`config.mk`:
```
export PLATFORM = sky130hd
export DESIGN_NAME = four_level_interrupt_controller
export DESIGN_NICKNAME = d
export VERILOG_FILES = /design/src/irq_ctrl_pkg.sv /design/src/four_level_interrupt_controller.sv
export VERILOG_INCLUDE_DIRS = /design/src /design/src/src
export SDC_FILE = /design/constraint.sdc
export NUM_CORES = 1
export LEC_CHECK = 0
export BUFFER_PORTS_ARGS = -buffer_cell sky130_fd_sc_hd__buf_2
export CORE_AREA = 2 2 69 84
export DETAILED_ROUTE_END_ITERATION = 12
export DIE_AREA = 0 0 71 86
export PLACE_DENSITY = 0.78
export SKIP_CTS_REPAIR_TIMING = 1
export SYNTH_ARGS = -nofsm -noshare
export SYNTH_HDL_FRONTEND = slang
export SYNTH_SLANG_ARGS = --single-unit
```
`constraint.sdc`:
```
create_clock -name CLK_SYS_I -period 20.6 [get_ports CLK_SYS_I]
set_clock_uncertainty 0.2 [all_clocks]
set_input_delay 1.03 -clock CLK_SYS_I [delete_from_list [all_inputs] [get_ports CLK_SYS_I]]
set_output_delay 1.03 -clock CLK_SYS_I [all_outputs]
set_load 0.005 [all_outputs]
```
`src/irq_ctrl_cfg.svh`:
```
// register addresses, bit positions, vectors and reset values for the interrupt controller
`ifndef IRQ_CTRL_CFG_SVH
`define IRQ_CTRL_CFG_SVH
`define ADDR_IE_PRIMARY   8'ha8
`define ADDR_IE_SECONDARY 8'hb1
`define ADDR_PRIO_LOW0    8'hb8
`define ADDR_PRIO_LOW1    8'hb2
`define ADDR_PRIO_HIGH0   8'hb7
`define ADDR_PRIO_HIGH1   8'hb3
`define BIT_GLOBAL        7
`define BIT_CNT_ARRAY     6
`define BIT_TIMER_ONE     3
`define BIT_EXT_ONE       2
`define BIT_TIMER_ZERO    1
`define BIT_EXT_ZERO      0
`define BIT_SERIAL        2
`define MASK_REG0         8'hcf
`define MASK_REG1         8'h04
`define RESET_REG         8'h00
`define VEC_EXT_ZERO      16'h0003
`define VEC_TIMER_ZERO    16'h000b
`define VEC_EXT_ONE       16'h0013
`define VEC_TIMER_ONE     16'h001b
`define VEC_CNT_ARRAY     16'h0033
`define VEC_SERIAL        16'h004b
`define NUM_SRC           6
`endif

```
`src/irq_ctrl_pkg.sv`:
```
// types shared by the interrupt controller
package irq_ctrl_pkg;
  typedef logic [1:0] level_t;
  typedef enum logic [2:0] {
    SRC_EXT_ZERO, SRC_TIMER_ZERO, SRC_EXT_ONE, SRC_TIMER_ONE, SRC_CNT_ARRAY, SRC_SERIAL
  } src_t;
  typedef enum {ST_IDLE, ST_WAIT_ACK} req_state_t;
endpackage : irq_ctrl_pkg

```
`src/four_level_interrupt_controller.sv`:
```
// four-level interrupt controller with enable and priority registers
// What this block does
// RQ1: accepts six sources including both external inputs
// RQ2: each source gated by own enable bit
// RQ3: global enable bit 7 masks every source
// RQ4: two priority bits give levels zero to three
// RQ5: preempt only by strictly higher level
// RQ6: higher level wins among simultaneous requests
// RQ7: equal level resolved by fixed polling order
// RQ8: fixed vector address for each source
// RQ9: bit 6 enables counter array interrupt
// RQ10: bits 3 and 1 enable timer interrupts
// RQ11: bits 0 and 2 enable external interrupts
// RQ12: second enable bit 2 enables serial interrupt
// RQ13: enable register resets to zero, bitwise writable
// RQ14: reserved bits read zero, software writes none
// RQ15: priority bit positions match enable positions
// RQ16: serial priority at bit 2 of second pair
// RQ17: track in-service levels, release on return
// RQ18: sample once per machine cycle, one request
`timescale 1ns/1ns
`default_nettype none
`include "irq_ctrl_cfg.svh"
module four_level_interrupt_controller
  import irq_ctrl_pkg::*;
(
  input  wire logic        CLK_SYS_I,
  input  wire logic        SYS_RST_I,
  input  wire logic        MACHINE_CYCLE_I,
  input  wire logic        EXT_IRQ_ZERO_I,
  input  wire logic        EXT_IRQ_ONE_I,
  input  wire logic        TIMER_ZERO_OVERFLOW_FLAG_I,
  input  wire logic        TIMER_ONE_OVERFLOW_FLAG_I,
  input  wire logic        COUNTER_ARRAY_IRQ_I,
  input  wire logic        SERIAL_PERIPH_IRQ_I,
  input  wire logic        SFR_WR_I,
  input  wire logic        SFR_RD_I,
  input  wire logic [7:0]  SFR_ADDR_I,
  input  wire logic [7:0]  SFR_WDATA_I,
  input  wire logic        VECTOR_ACK_I,
  input  wire logic        RETI_I,
  output logic      [7:0]  SFR_RDATA_O,
  output logic             VECTOR_REQ_O,
  output logic      [15:0] VECTOR_ADDR_O,
  output logic      [1:0]  ACTIVE_LEVEL_O,
  output logic             IN_SERVICE_O
);

  logic [7:0]  ie0_q, ie1_q, pl0_q, pl1_q, ph0_q, ph1_q;
  logic [5:0]  src_s1_q, src_s2_q;
  logic [3:0]  in_service_q;
  logic [5:0]  en_vec, pl_vec, ph_vec, pend;
  logic [1:0]  win_lvl;
  logic [2:0]  win_idx;
  logic        win_valid;
  logic        req_q;
  logic [15:0] vec_q;
  logic [1:0]  req_lvl_q;
  logic [7:0]  rdata_q;
  req_state_t  state_q;

  // bit-slice of a per-source field, ordered by polling number
  function automatic logic [5:0] src_bits(input logic [7:0] r0, input logic [7:0] r1);
    src_bits = {r1[`BIT_SERIAL], r0[`BIT_CNT_ARRAY], r0[`BIT_TIMER_ONE],
                r0[`BIT_EXT_ONE], r0[`BIT_TIMER_ZERO], r0[`BIT_EXT_ZERO]}; // RQ15 RQ16
  endfunction : src_bits

  function automatic logic [15:0] vec_of(input logic [2:0] idx);
    case (idx)
      3'h0:    vec_of = `VEC_EXT_ZERO;
      3'h1:    vec_of = `VEC_TIMER_ZERO;
      3'h2:    vec_of = `VEC_EXT_ONE;
      3'h3:    vec_of = `VEC_TIMER_ONE;
      3'h4:    vec_of = `VEC_CNT_ARRAY;
      default: vec_of = `VEC_SERIAL;
    endcase // RQ8
  endfunction : vec_of

  // requests come from pins and other blocks, so synchronise first
  always_ff @(posedge CLK_SYS_I) begin
    if (SYS_RST_I) begin
      src_s1_q <= 6'h00;
      src_s2_q <= 6'h00;
    end else begin
      src_s1_q <= {SERIAL_PERIPH_IRQ_I, COUNTER_ARRAY_IRQ_I, TIMER_ONE_OVERFLOW_FLAG_I,
                   EXT_IRQ_ONE_I, TIMER_ZERO_OVERFLOW_FLAG_I, EXT_IRQ_ZERO_I}; // RQ1
      src_s2_q <= src_s1_q;
    end
  end

  // register writes; reserved bits never stored so they read zero
  always_ff @(posedge CLK_SYS_I) begin
    if (SYS_RST_I) begin
      ie0_q <= `RESET_REG; // RQ13
      ie1_q <= `RESET_REG;
      pl0_q <= `RESET_REG;
      pl1_q <= `RESET_REG;
      ph0_q <= `RESET_REG;
      ph1_q <= `RESET_REG;
    end else if (SFR_WR_I) begin
      case (SFR_ADDR_I)
        `ADDR_IE_PRIMARY:   ie0_q <= SFR_WDATA_I & `MASK_REG0; // RQ13 RQ14
        `ADDR_IE_SECONDARY: ie1_q <= SFR_WDATA_I & `MASK_REG1; // RQ12 RQ14
        `ADDR_PRIO_LOW0:    pl0_q <= SFR_WDATA_I & `MASK_REG0; // RQ15
        `ADDR_PRIO_LOW1:    pl1_q <= SFR_WDATA_I & `MASK_REG1; // RQ16
        `ADDR_PRIO_HIGH0:   ph0_q <= SFR_WDATA_I & `MASK_REG0; // RQ15
        `ADDR_PRIO_HIGH1:   ph1_q <= SFR_WDATA_I & `MASK_REG1; // RQ16
        default: ;
      endcase
    end
  end

  // registered read data; unmapped addresses read zero
  always_ff @(posedge CLK_SYS_I) begin
    if (SYS_RST_I) begin
      rdata_q <= 8'h00;
    end else if (SFR_RD_I) begin
      case (SFR_ADDR_I)
        `ADDR_IE_PRIMARY:   rdata_q <= ie0_q;
        `ADDR_IE_SECONDARY: rdata_q <= ie1_q;
        `ADDR_PRIO_LOW0:    rdata_q <= pl0_q;
        `ADDR_PRIO_LOW1:    rdata_q <= pl1_q;
        `ADDR_PRIO_HIGH0:   rdata_q <= ph0_q;
        `ADDR_PRIO_HIGH1:   rdata_q <= ph1_q;
        default:            rdata_q <= 8'h00;
      endcase
    end
  end

  // masking by per-source and global enables
  assign en_vec = src_bits(ie0_q, ie1_q); // RQ2 RQ9 RQ10 RQ11 RQ12
  assign pl_vec = src_bits(pl0_q, pl1_q);
  assign ph_vec = src_bits(ph0_q, ph1_q);
  assign pend   = src_s2_q & en_vec & {6{ie0_q[`BIT_GLOBAL]}}; // RQ3

  // highest level first, lowest polling number within a level
  always_comb begin
    win_valid = 1'b0;
    win_lvl   = 2'h0;
    win_idx   = 3'h0;
    for (int i = `NUM_SRC - 1; i >= 0; i--) begin
      if (pend[i] && (!win_valid || {ph_vec[i], pl_vec[i]} >= win_lvl)) begin // RQ4 RQ6 RQ7
        win_valid = 1'b1;
        win_lvl   = {ph_vec[i], pl_vec[i]};
        win_idx   = 3'(i);
      end
    end
  end

  // a strictly higher level than any in service may preempt
  function automatic logic may_preempt(input logic [3:0] svc, input logic [1:0] lvl);
    may_preempt = 1'b1;
    for (int k = 0; k < 4; k++) begin
      if (svc[k] && 2'(k) >= lvl) may_preempt = 1'b0; // RQ5
    end
  endfunction : may_preempt

  // one request at a time, launched only on a machine cycle strobe
  always_ff @(posedge CLK_SYS_I) begin
    if (SYS_RST_I) begin
      state_q   <= ST_IDLE;
      req_q     <= 1'b0;
      vec_q     <= 16'h0000;
      req_lvl_q <= 2'h0;
    end else begin
      case (state_q)
        ST_IDLE: begin
          if (MACHINE_CYCLE_I && win_valid && may_preempt(in_service_q, win_lvl)) begin // RQ18
            state_q   <= ST_WAIT_ACK;
            req_q     <= 1'b1;
            vec_q     <= vec_of(win_idx); // RQ8
            req_lvl_q <= win_lvl;
          end
        end
        ST_WAIT_ACK: begin
          if (VECTOR_ACK_I) begin
            state_q <= ST_IDLE;
            req_q   <= 1'b0;
          end
        end
        default: begin
          state_q <= ST_IDLE;
          req_q   <= 1'b0;
        end
      endcase
    end
  end

  // in-service stack: ack sets the level, return clears the highest
  always_ff @(posedge CLK_SYS_I) begin
    if (SYS_RST_I) begin
      in_service_q <= 4'h0;
    end else begin
      for (int k = 0; k < 4; k++) begin
        if (state_q == ST_WAIT_ACK && VECTOR_ACK_I && req_lvl_q == 2'(k)) begin
          in_service_q[k] <= 1'b1; // RQ17
        end else if (RETI_I && in_service_q[k] && (in_service_q >> (k + 1)) == 4'h0) begin
          in_service_q[k] <= 1'b0; // RQ17
        end
      end
    end
  end

  // status outputs, all registered
  always_ff @(posedge CLK_SYS_I) begin
    if (SYS_RST_I) begin
      ACTIVE_LEVEL_O <= 2'h0;
      IN_SERVICE_O   <= 1'b0;
    end else begin
      ACTIVE_LEVEL_O <= in_service_q[3] ? 2'h3 : in_service_q[2] ? 2'h2 :
                        in_service_q[1] ? 2'h1 : 2'h0;
      IN_SERVICE_O   <= |in_service_q;
    end
  end

  assign SFR_RDATA_O   = rdata_q;
  assign VECTOR_REQ_O  = req_q;
  assign VECTOR_ADDR_O = vec_q;

endmodule : four_level_interrupt_controller
`default_nettype wire

```
==> results of run 1 <==
==> worst register-to-register path, delay by kind of cell, from the launching register on <==
family	cells	cell delay (ns)
flops	1	0.74
compound gates	15	3.40
simple gates	11	1.97
fa+ha+maj	5	1.25
mux	1	0.33
==> per-layer routing <==
metal,global-route usage,up-vias
li1,-,1196
met1,0.236,1092
met2,0.339,66
met3,0.0423,16
met4,0.0858,0
met5,0,-
==> metrics by stage <==
step	setup WS, ns	power [mW]	utilization
floorplan	13.61	0.116	-
global placement	12.87	0.118	0.575
detailed placement	12.74	0.119	0.575
CTS	12.70	0.193	0.598
global route	12.08	0.198	0.598
finish	12.61	0.191	0.598
==> registers in the layout (all words and copies together), names as in the netlist, 2 cells and up <==
name            cells
ACTIVE_LEVEL_O      2
src_s1_q            6
src_s2_q            6
in_service_q        4
req_lvl_q           2
SFR_RDATA_O         6
ie0_q               6
ph0_q               6
pl0_q               6
VECTOR_ADDR_O       5
==> layout by cell type, fill, tap and decap left out, drive strengths merged, types with 2 or more instances in the layout <==
master   Yosys  final
buf         17     42
a22oi        2      2
o21a         2      2
nand2b       7      7
nand3        5      5
nand2       32     32
and4         3      3
mux2i       28     28
o31a         2      2
a222oi       2      2
nor4         2      2
clkbuf       9      5
nand4        3      3
nor3         4      4
o2111ai      2      2
nor2        47     47
mux2         3      3
a21oi       21     21
conb         1     12
dfxtp       54     54
o21ai        4      4
a211oi      10     10
inv         15     16
ha          10     10
and2         3      3
a211o        2      2
o211ai       3      3
a32oi        2      2
and3         2      2
nor2b       14     14
==> final timing paths <==
kind              cells past startpoint          endpoint  slack, ns
setup / recovery                     32  VECTOR_ADDR_O[3]      12.61
hold / removal                        1       src_s2_q[2]       0.25
setup reg to reg                     32  VECTOR_ADDR_O[3]      12.61
hold reg to reg                       1       src_s2_q[2]       0.25
==> logic make-up (layout without fill, tap and decap cells) <==
logic type,Yosys count,after routing,synth area share
flops,54,54,0.379
fa+ha+maj,10,10,0.0438
mux,31,31,0.111
simple gates,127,127,0.212
other cells,1,12,0.00131
compound gates,65,65,0.178
buf+inv,41,65,0.0749
==> area by class of cell <==
cell class              instances  area [µm²]  area share
clock buffers                   5        68.8      0.0219
clock inverters                 3        48.8      0.0155
inverters                      15        56.3      0.0179
multi-input cells             245        1600       0.509
flip-flops and latches         54        1080       0.344
well taps                      62        77.6      0.0247
repair buffers                 42         210      0.0669
==> report_power, final <==
group | total (mW) | switching [mW] | internal, mW
combinational | 0.00938 | 0.00554 | 0.00384
clock | 0.0747 | 0.0376 | 0.0371
sequential | 0.107 | 0.000735 | 0.106
total | 0.191 | 0.0439 | 0.147
==> out/qor.txt, run 1 <==
Status -> complete, no violations
Grt ovf -> 0
Vias -> 2370
Worst vdd ir -> 0.0000522 V
Placer Congestion -> 0.870
CP delay by family, top -> compound AO/OA/AOI/OAI gates
H-tree levels -> 2
Max-capacitance violation count -> 0
Startpoint types -> flop
Post-synth top cells -> dfxtp_1 (54), nor2_1 (47), nand2_1 (32)
Die height -> 86 µm
Metal2 WL -> 2820 µm
Critical Path Sink Type -> flop
Asr flop ratio synth -> 0
Root Buffer -> clkbuf_8
Worst slew pin tran -> 0.920 ns
Hold_sp -> src_s1_q[2]
Slowest CP cell -> dfxtp_1
RSZ-0062 raised after global routing -> no
Vias in the first global route -> 2226
Area after DPL -> 3030 µm²
Seq cells post-synth -> 54
Initial Util -> 0.543
Core Area -> 5260 µm²
Hold Slack -> 0.250 ns
Worst endpoint required time -> 20.62 ns
Final setup fails -> 0
Layout cells sized above 1 -> 0.179
DRC errors left -> 0
Synthesized area per cell -> 8.68 µm²
Worst path max stage delay -> 0.74 ns
WL/cell -> 13.6 µm
First-pass GRT wire length -> 9690 µm
CTS Buf Count -> 5
Max Buffers Root-to-Sink -> 2
Port Buffers -> 42
Worst Path Buf+Inv -> 0
Clock sink count -> 54
Tcrit/Tclk final -> 0.388
CTS tree -> yes
Met3 Wirelength -> 248 µm
First-pass DRT Iterations -> 5
Final min period -> 7.99 ns
Die W -> 71 µm
Mapped Cells -> 329
Mapped Area -> 2860 µm²
Number of synthesized flops with an enable pin -> 0
Netlist cell types -> 55
Full die area -> 6110 µm²
I/O Pins -> 57
Sequential-to-total area share from yosys stat -> 0.379
Setup CP Type -> reg2reg
Drt total wl -> 5800 µm
Antenna violation net count after detailed routing -> 0
Clock Latency Late Sink -> 0.32 ns
Drt initial violations -> 185
CTS clk-pin slew, worst paths -> 0.11 ns
P&R area growth vs syn -> 10.1%
Worst setup path start -> ie0_q[7]
Count leader, synth -> dfxtp_1
Setup_tns -> 0 ns
DP Wirelength -> 4280 µm
Row count -> 29
Post-synth top area cell -> dfxtp_1
Max transition margin -> 0.387
Metal-1 WL -> 2580 µm
Main synth FF type -> dfxtp_1
# diodes -> 0
FF-to-FF Start -> ie0_q[7]
Max Freq -> 125 MHz
Non-Filler Instances -> 426
Largest net degree at the start of global routing -> 55
# fillers -> 473
Total GRT Usage -> 0.197
Crit path DAT -> 8.00 ns
Synth area leaders -> dfxtp_1 (38%), mux2i_1 (9.8%), nor2_1 (6.2%), ha_1 (4.4%), nand2_1 (4.2%)
Worst Path Max Fanout -> 19
Final Max Slew Viols -> 0
Final instance area -> 3140 µm²
Leakage -> 1.31 nW
Initial antenna violation count -> 0
Vias/cell -> 5.56
Hold Crit Class -> reg2reg
Top routing layer used -> met4
Power Density -> 60.7 nW/µm²
Synth Warn # -> 0
Final nets -> 402
Cell Count Post-Placement -> 418
Final hold violation count -> 0
Top cell type's share of synthesized area -> 0.379
(Power assumes the default switching activity.)
==> run 2, diff against run 1 <==
--- a/config.mk
+++ b/config.mk
@@ -6,6 +6,7 @@
 export SDC_FILE = /design/constraint.sdc
 export NUM_CORES = 1
 export LEC_CHECK = 0
+export ABC_AREA = 1
 export BUFFER_PORTS_ARGS = -buffer_cell sky130_fd_sc_hd__buf_2
 export CORE_AREA = 2 2 69 84
 export DETAILED_ROUTE_END_ITERATION = 12
==> constraint.sdc (replaced) <==
create_clock -name CLK_SYS_I -period 7.8 [get_ports CLK_SYS_I]
set_clock_uncertainty 0.2 [all_clocks]
set_input_delay 0.39 -clock CLK_SYS_I [delete_from_list [all_inputs] [get_ports CLK_SYS_I]]
set_output_delay 0.39 -clock CLK_SYS_I [all_outputs]
set_load 0.005 [all_outputs]
==> run 2 against run 1 <==
  * Area after synthesis about the same
  * Cell area grew 0.95%
  * Clock power grew to 3.1 times the previous value
  * Cell count grew 14%
  * Combinational power grew to 2.6 times the previous value
  * Routed wire length increased by 3.4%
  * Highest routed layer unchanged
==> out/qor.txt, run 2 <==
CTS Buf Count -> 5
Tcrit/Tclk final -> 0.800
Setup_tns -> 0 ns
Crit-path most repeated cell -> nand2_1
Mapped Cells -> 387
Root Buffer -> clkbuf_8
Die W -> 71 µm
Final min period -> 6.24 ns
Grt ovf -> 0
Setup CP Type -> reg2reg
Final Worst Setup Slack -> 1.56 ns
Mapped Area -> 2860 µm²
Post-Synth Adder-Cell Area -> 0.0438
Main synth FF type -> dfxtp_1
FF-to-FF Start -> ie0_q[7]
Hold Crit Class -> in2reg
Most frequent cells in the layout -> inv_1 (60), nand2_1 (59), dfxtp_1 (54), buf_2 (42), a21oi_1 (38)
Clock Latency Late Sink -> 0.31 ns
Synthesized area per cell -> 7.38 µm²
Placer Congestion -> 0.881
Max Freq -> 160 MHz
Worst vdd ir -> 0.000122 V
Clock sink count -> 54
Core Area -> 5260 µm²
Critical Path Sink Type -> flop
Largest net degree at the start of global routing -> 35
Port Buffers -> 42
DRC errors left -> 0
Seq cells post-synth -> 54
Power Density -> 168 nW/µm²
Hold_sp -> COUNTER_ARRAY_IRQ_I
P&R area growth vs syn -> 11.1%
FF-to-FF End -> VECTOR_ADDR_O[4]
Vias/cell -> 5.19
Initial antenna violation count -> 0
Vias -> 2527
Max Buffers Root-to-Sink -> 2
Post-synthesis mux area share -> 0
Hold path depth -> 3
Main combinational cell family by area after synthesis -> simple AND/OR/NAND/NOR gates
# diodes -> 0
Final nets -> 463
Total power -> 533 µW
Max transition margin -> 0.579
Status -> complete, no violations
H-tree levels -> 2
Final Max Slew Viols -> 0
First-pass DRT Iterations -> 4
Hold Path End -> src_s1_q[4]
Post-Synth XOR/XNOR Area -> 0
Antenna violation net count after detailed routing -> 0
Full die area -> 6110 µm²
Post-Synth Simple-Gate Area -> 0.290
Crit path DAT -> 6.29 ns
Vias in the first global route -> 2367
Worst path max stage delay -> 0.48 ns
Drt initial violations -> 121
Max-capacitance violation count -> 0
I/O Pins -> 57
Final hold violation count -> 0
Startpoint types -> flop
DP Wirelength -> 4450 µm
Initial Util -> 0.543
Worst slew pin tran -> 0.631 ns
Complex-gate fraction of the synthesized area -> 0.147
Commonest non-fill, non-tap cell in the layout -> inv_1
Layout cells sized above 1 -> 0.207
Post-synth top cells -> inv_1 (60), nand2_1 (59), dfxtp_1 (54)
RSZ-0062 raised after global routing -> no
Number of synthesized flops with an enable pin -> 0
First-pass GRT wire length -> 10300 µm
Synth area leaders -> dfxtp_1 (38%), inv_1 (7.9%), nand2_1 (7.8%), a21oi_1 (6.7%), ha_1 (4.4%)
Worst endpoint required time -> 7.86 ns
Reg2Reg Depth -> 43
Post-Place Setup Slack -> 1.68 ns
Synth Warn # -> 0
Count leader, synth -> inv_1
Top cell type's share of synthesized area -> 0.378
Asr flop ratio synth -> 0
Drt total wl -> 6000 µm
WL/cell -> 12.3 µm
Leakage -> 1.52 nW
CTS clk-pin slew, worst paths -> 0.10 ns
Slowest CP cell -> dfxtp_1
Post-synth top area cell -> dfxtp_1
Netlist cell types -> 37
Finished Core Util -> 0.603
Die height -> 86 µm
Worst Path Max Fanout -> 11
R2R Setup Slk -> 1.56 ns
CTS tree -> yes
Row count -> 29
Hold Slack -> 0.0770 ns
Total GRT Usage -> 0.212
Final setup fails -> 0
Sequential-to-total area share from yosys stat -> 0.378
==> run 2: worst max-delay path by stage <==
stage,from,end,cells past startpoint
after floorplan,ie0_q[7],req_lvl_q[1],41
after global placement,ie0_q[7],VECTOR_ADDR_O[4],42
after detailed placement,ie0_q[7],VECTOR_ADDR_O[4],42
after CTS,ie0_q[7],VECTOR_ADDR_O[4],41
after global routing,ie0_q[7],VECTOR_ADDR_O[4],43
final,ie0_q[7],VECTOR_ADDR_O[4],43
==> run 2: metrics by stage <==
step | cells | instance area, µm²
floorplan | 398 | 2900
global placement | 479 | 3030
detailed placement | 479 | 3030
CTS | 487 | 3170
global route | 487 | 3170
finish | 487 | 3170
==> run 2: cells by family (layout without fill, tap and decap cells) <==
family,Yosys count,count (layout)
other,1,12
DFF,54,54
and+or+nand+nor,159,159
adders and majority gates,10,10
AOI/OAI and AO/OA,75,75
buffers and inverters,88,115
==> run 2: critical path: cells and delay by family (launching register included) <==
family,cells,cell delay (ns)
adder cells (fa/ha/maj),5,1.27
buffers and inverters,5,0.44
AO/OA/AOI/OAI,5,0.94
AND/OR/NAND/NOR,28,2.85
flip-flops,1,0.48
==> run 2: final cells by class <==
| class | count | area (µm²) |
|---|---|---|
| clock inverters | 2 | 60.1 |
| repair buffers | 42 | 210 |
| well taps | 62 | 77.6 |
| clock buffers | 6 | 82.6 |
| fillers | 493 | 2090 |
| inverters | 65 | 244 |
| flip-flops and latches | 54 | 1080 |
| multi-input cells | 256 | 1420 |
==> run 2: per-layer routing <==
| metal | share of wire | routed length, µm | global-route usage | up-vias |
|---|---|---|---|---|
| met5 | 0 | 0 | 0 | - |
| met4 | 0.024 | 144 | 0.0943 | 0 |
| met3 | 0.049 | 295 | 0.0376 | 13 |
| met2 | 0.49 | 2970 | 0.364 | 57 |
| met1 | 0.43 | 2600 | 0.257 | 1157 |
| li1 | - | - | - | 1300 |
==> run 2: report_power, final <==
group | internal [mW] | total (mW) | switching (mW)
clock | 0.137 | 0.228 | 0.0916
sequential | 0.279 | 0.280 | 0.00108
combinational | 0.00826 | 0.0243 | 0.0160
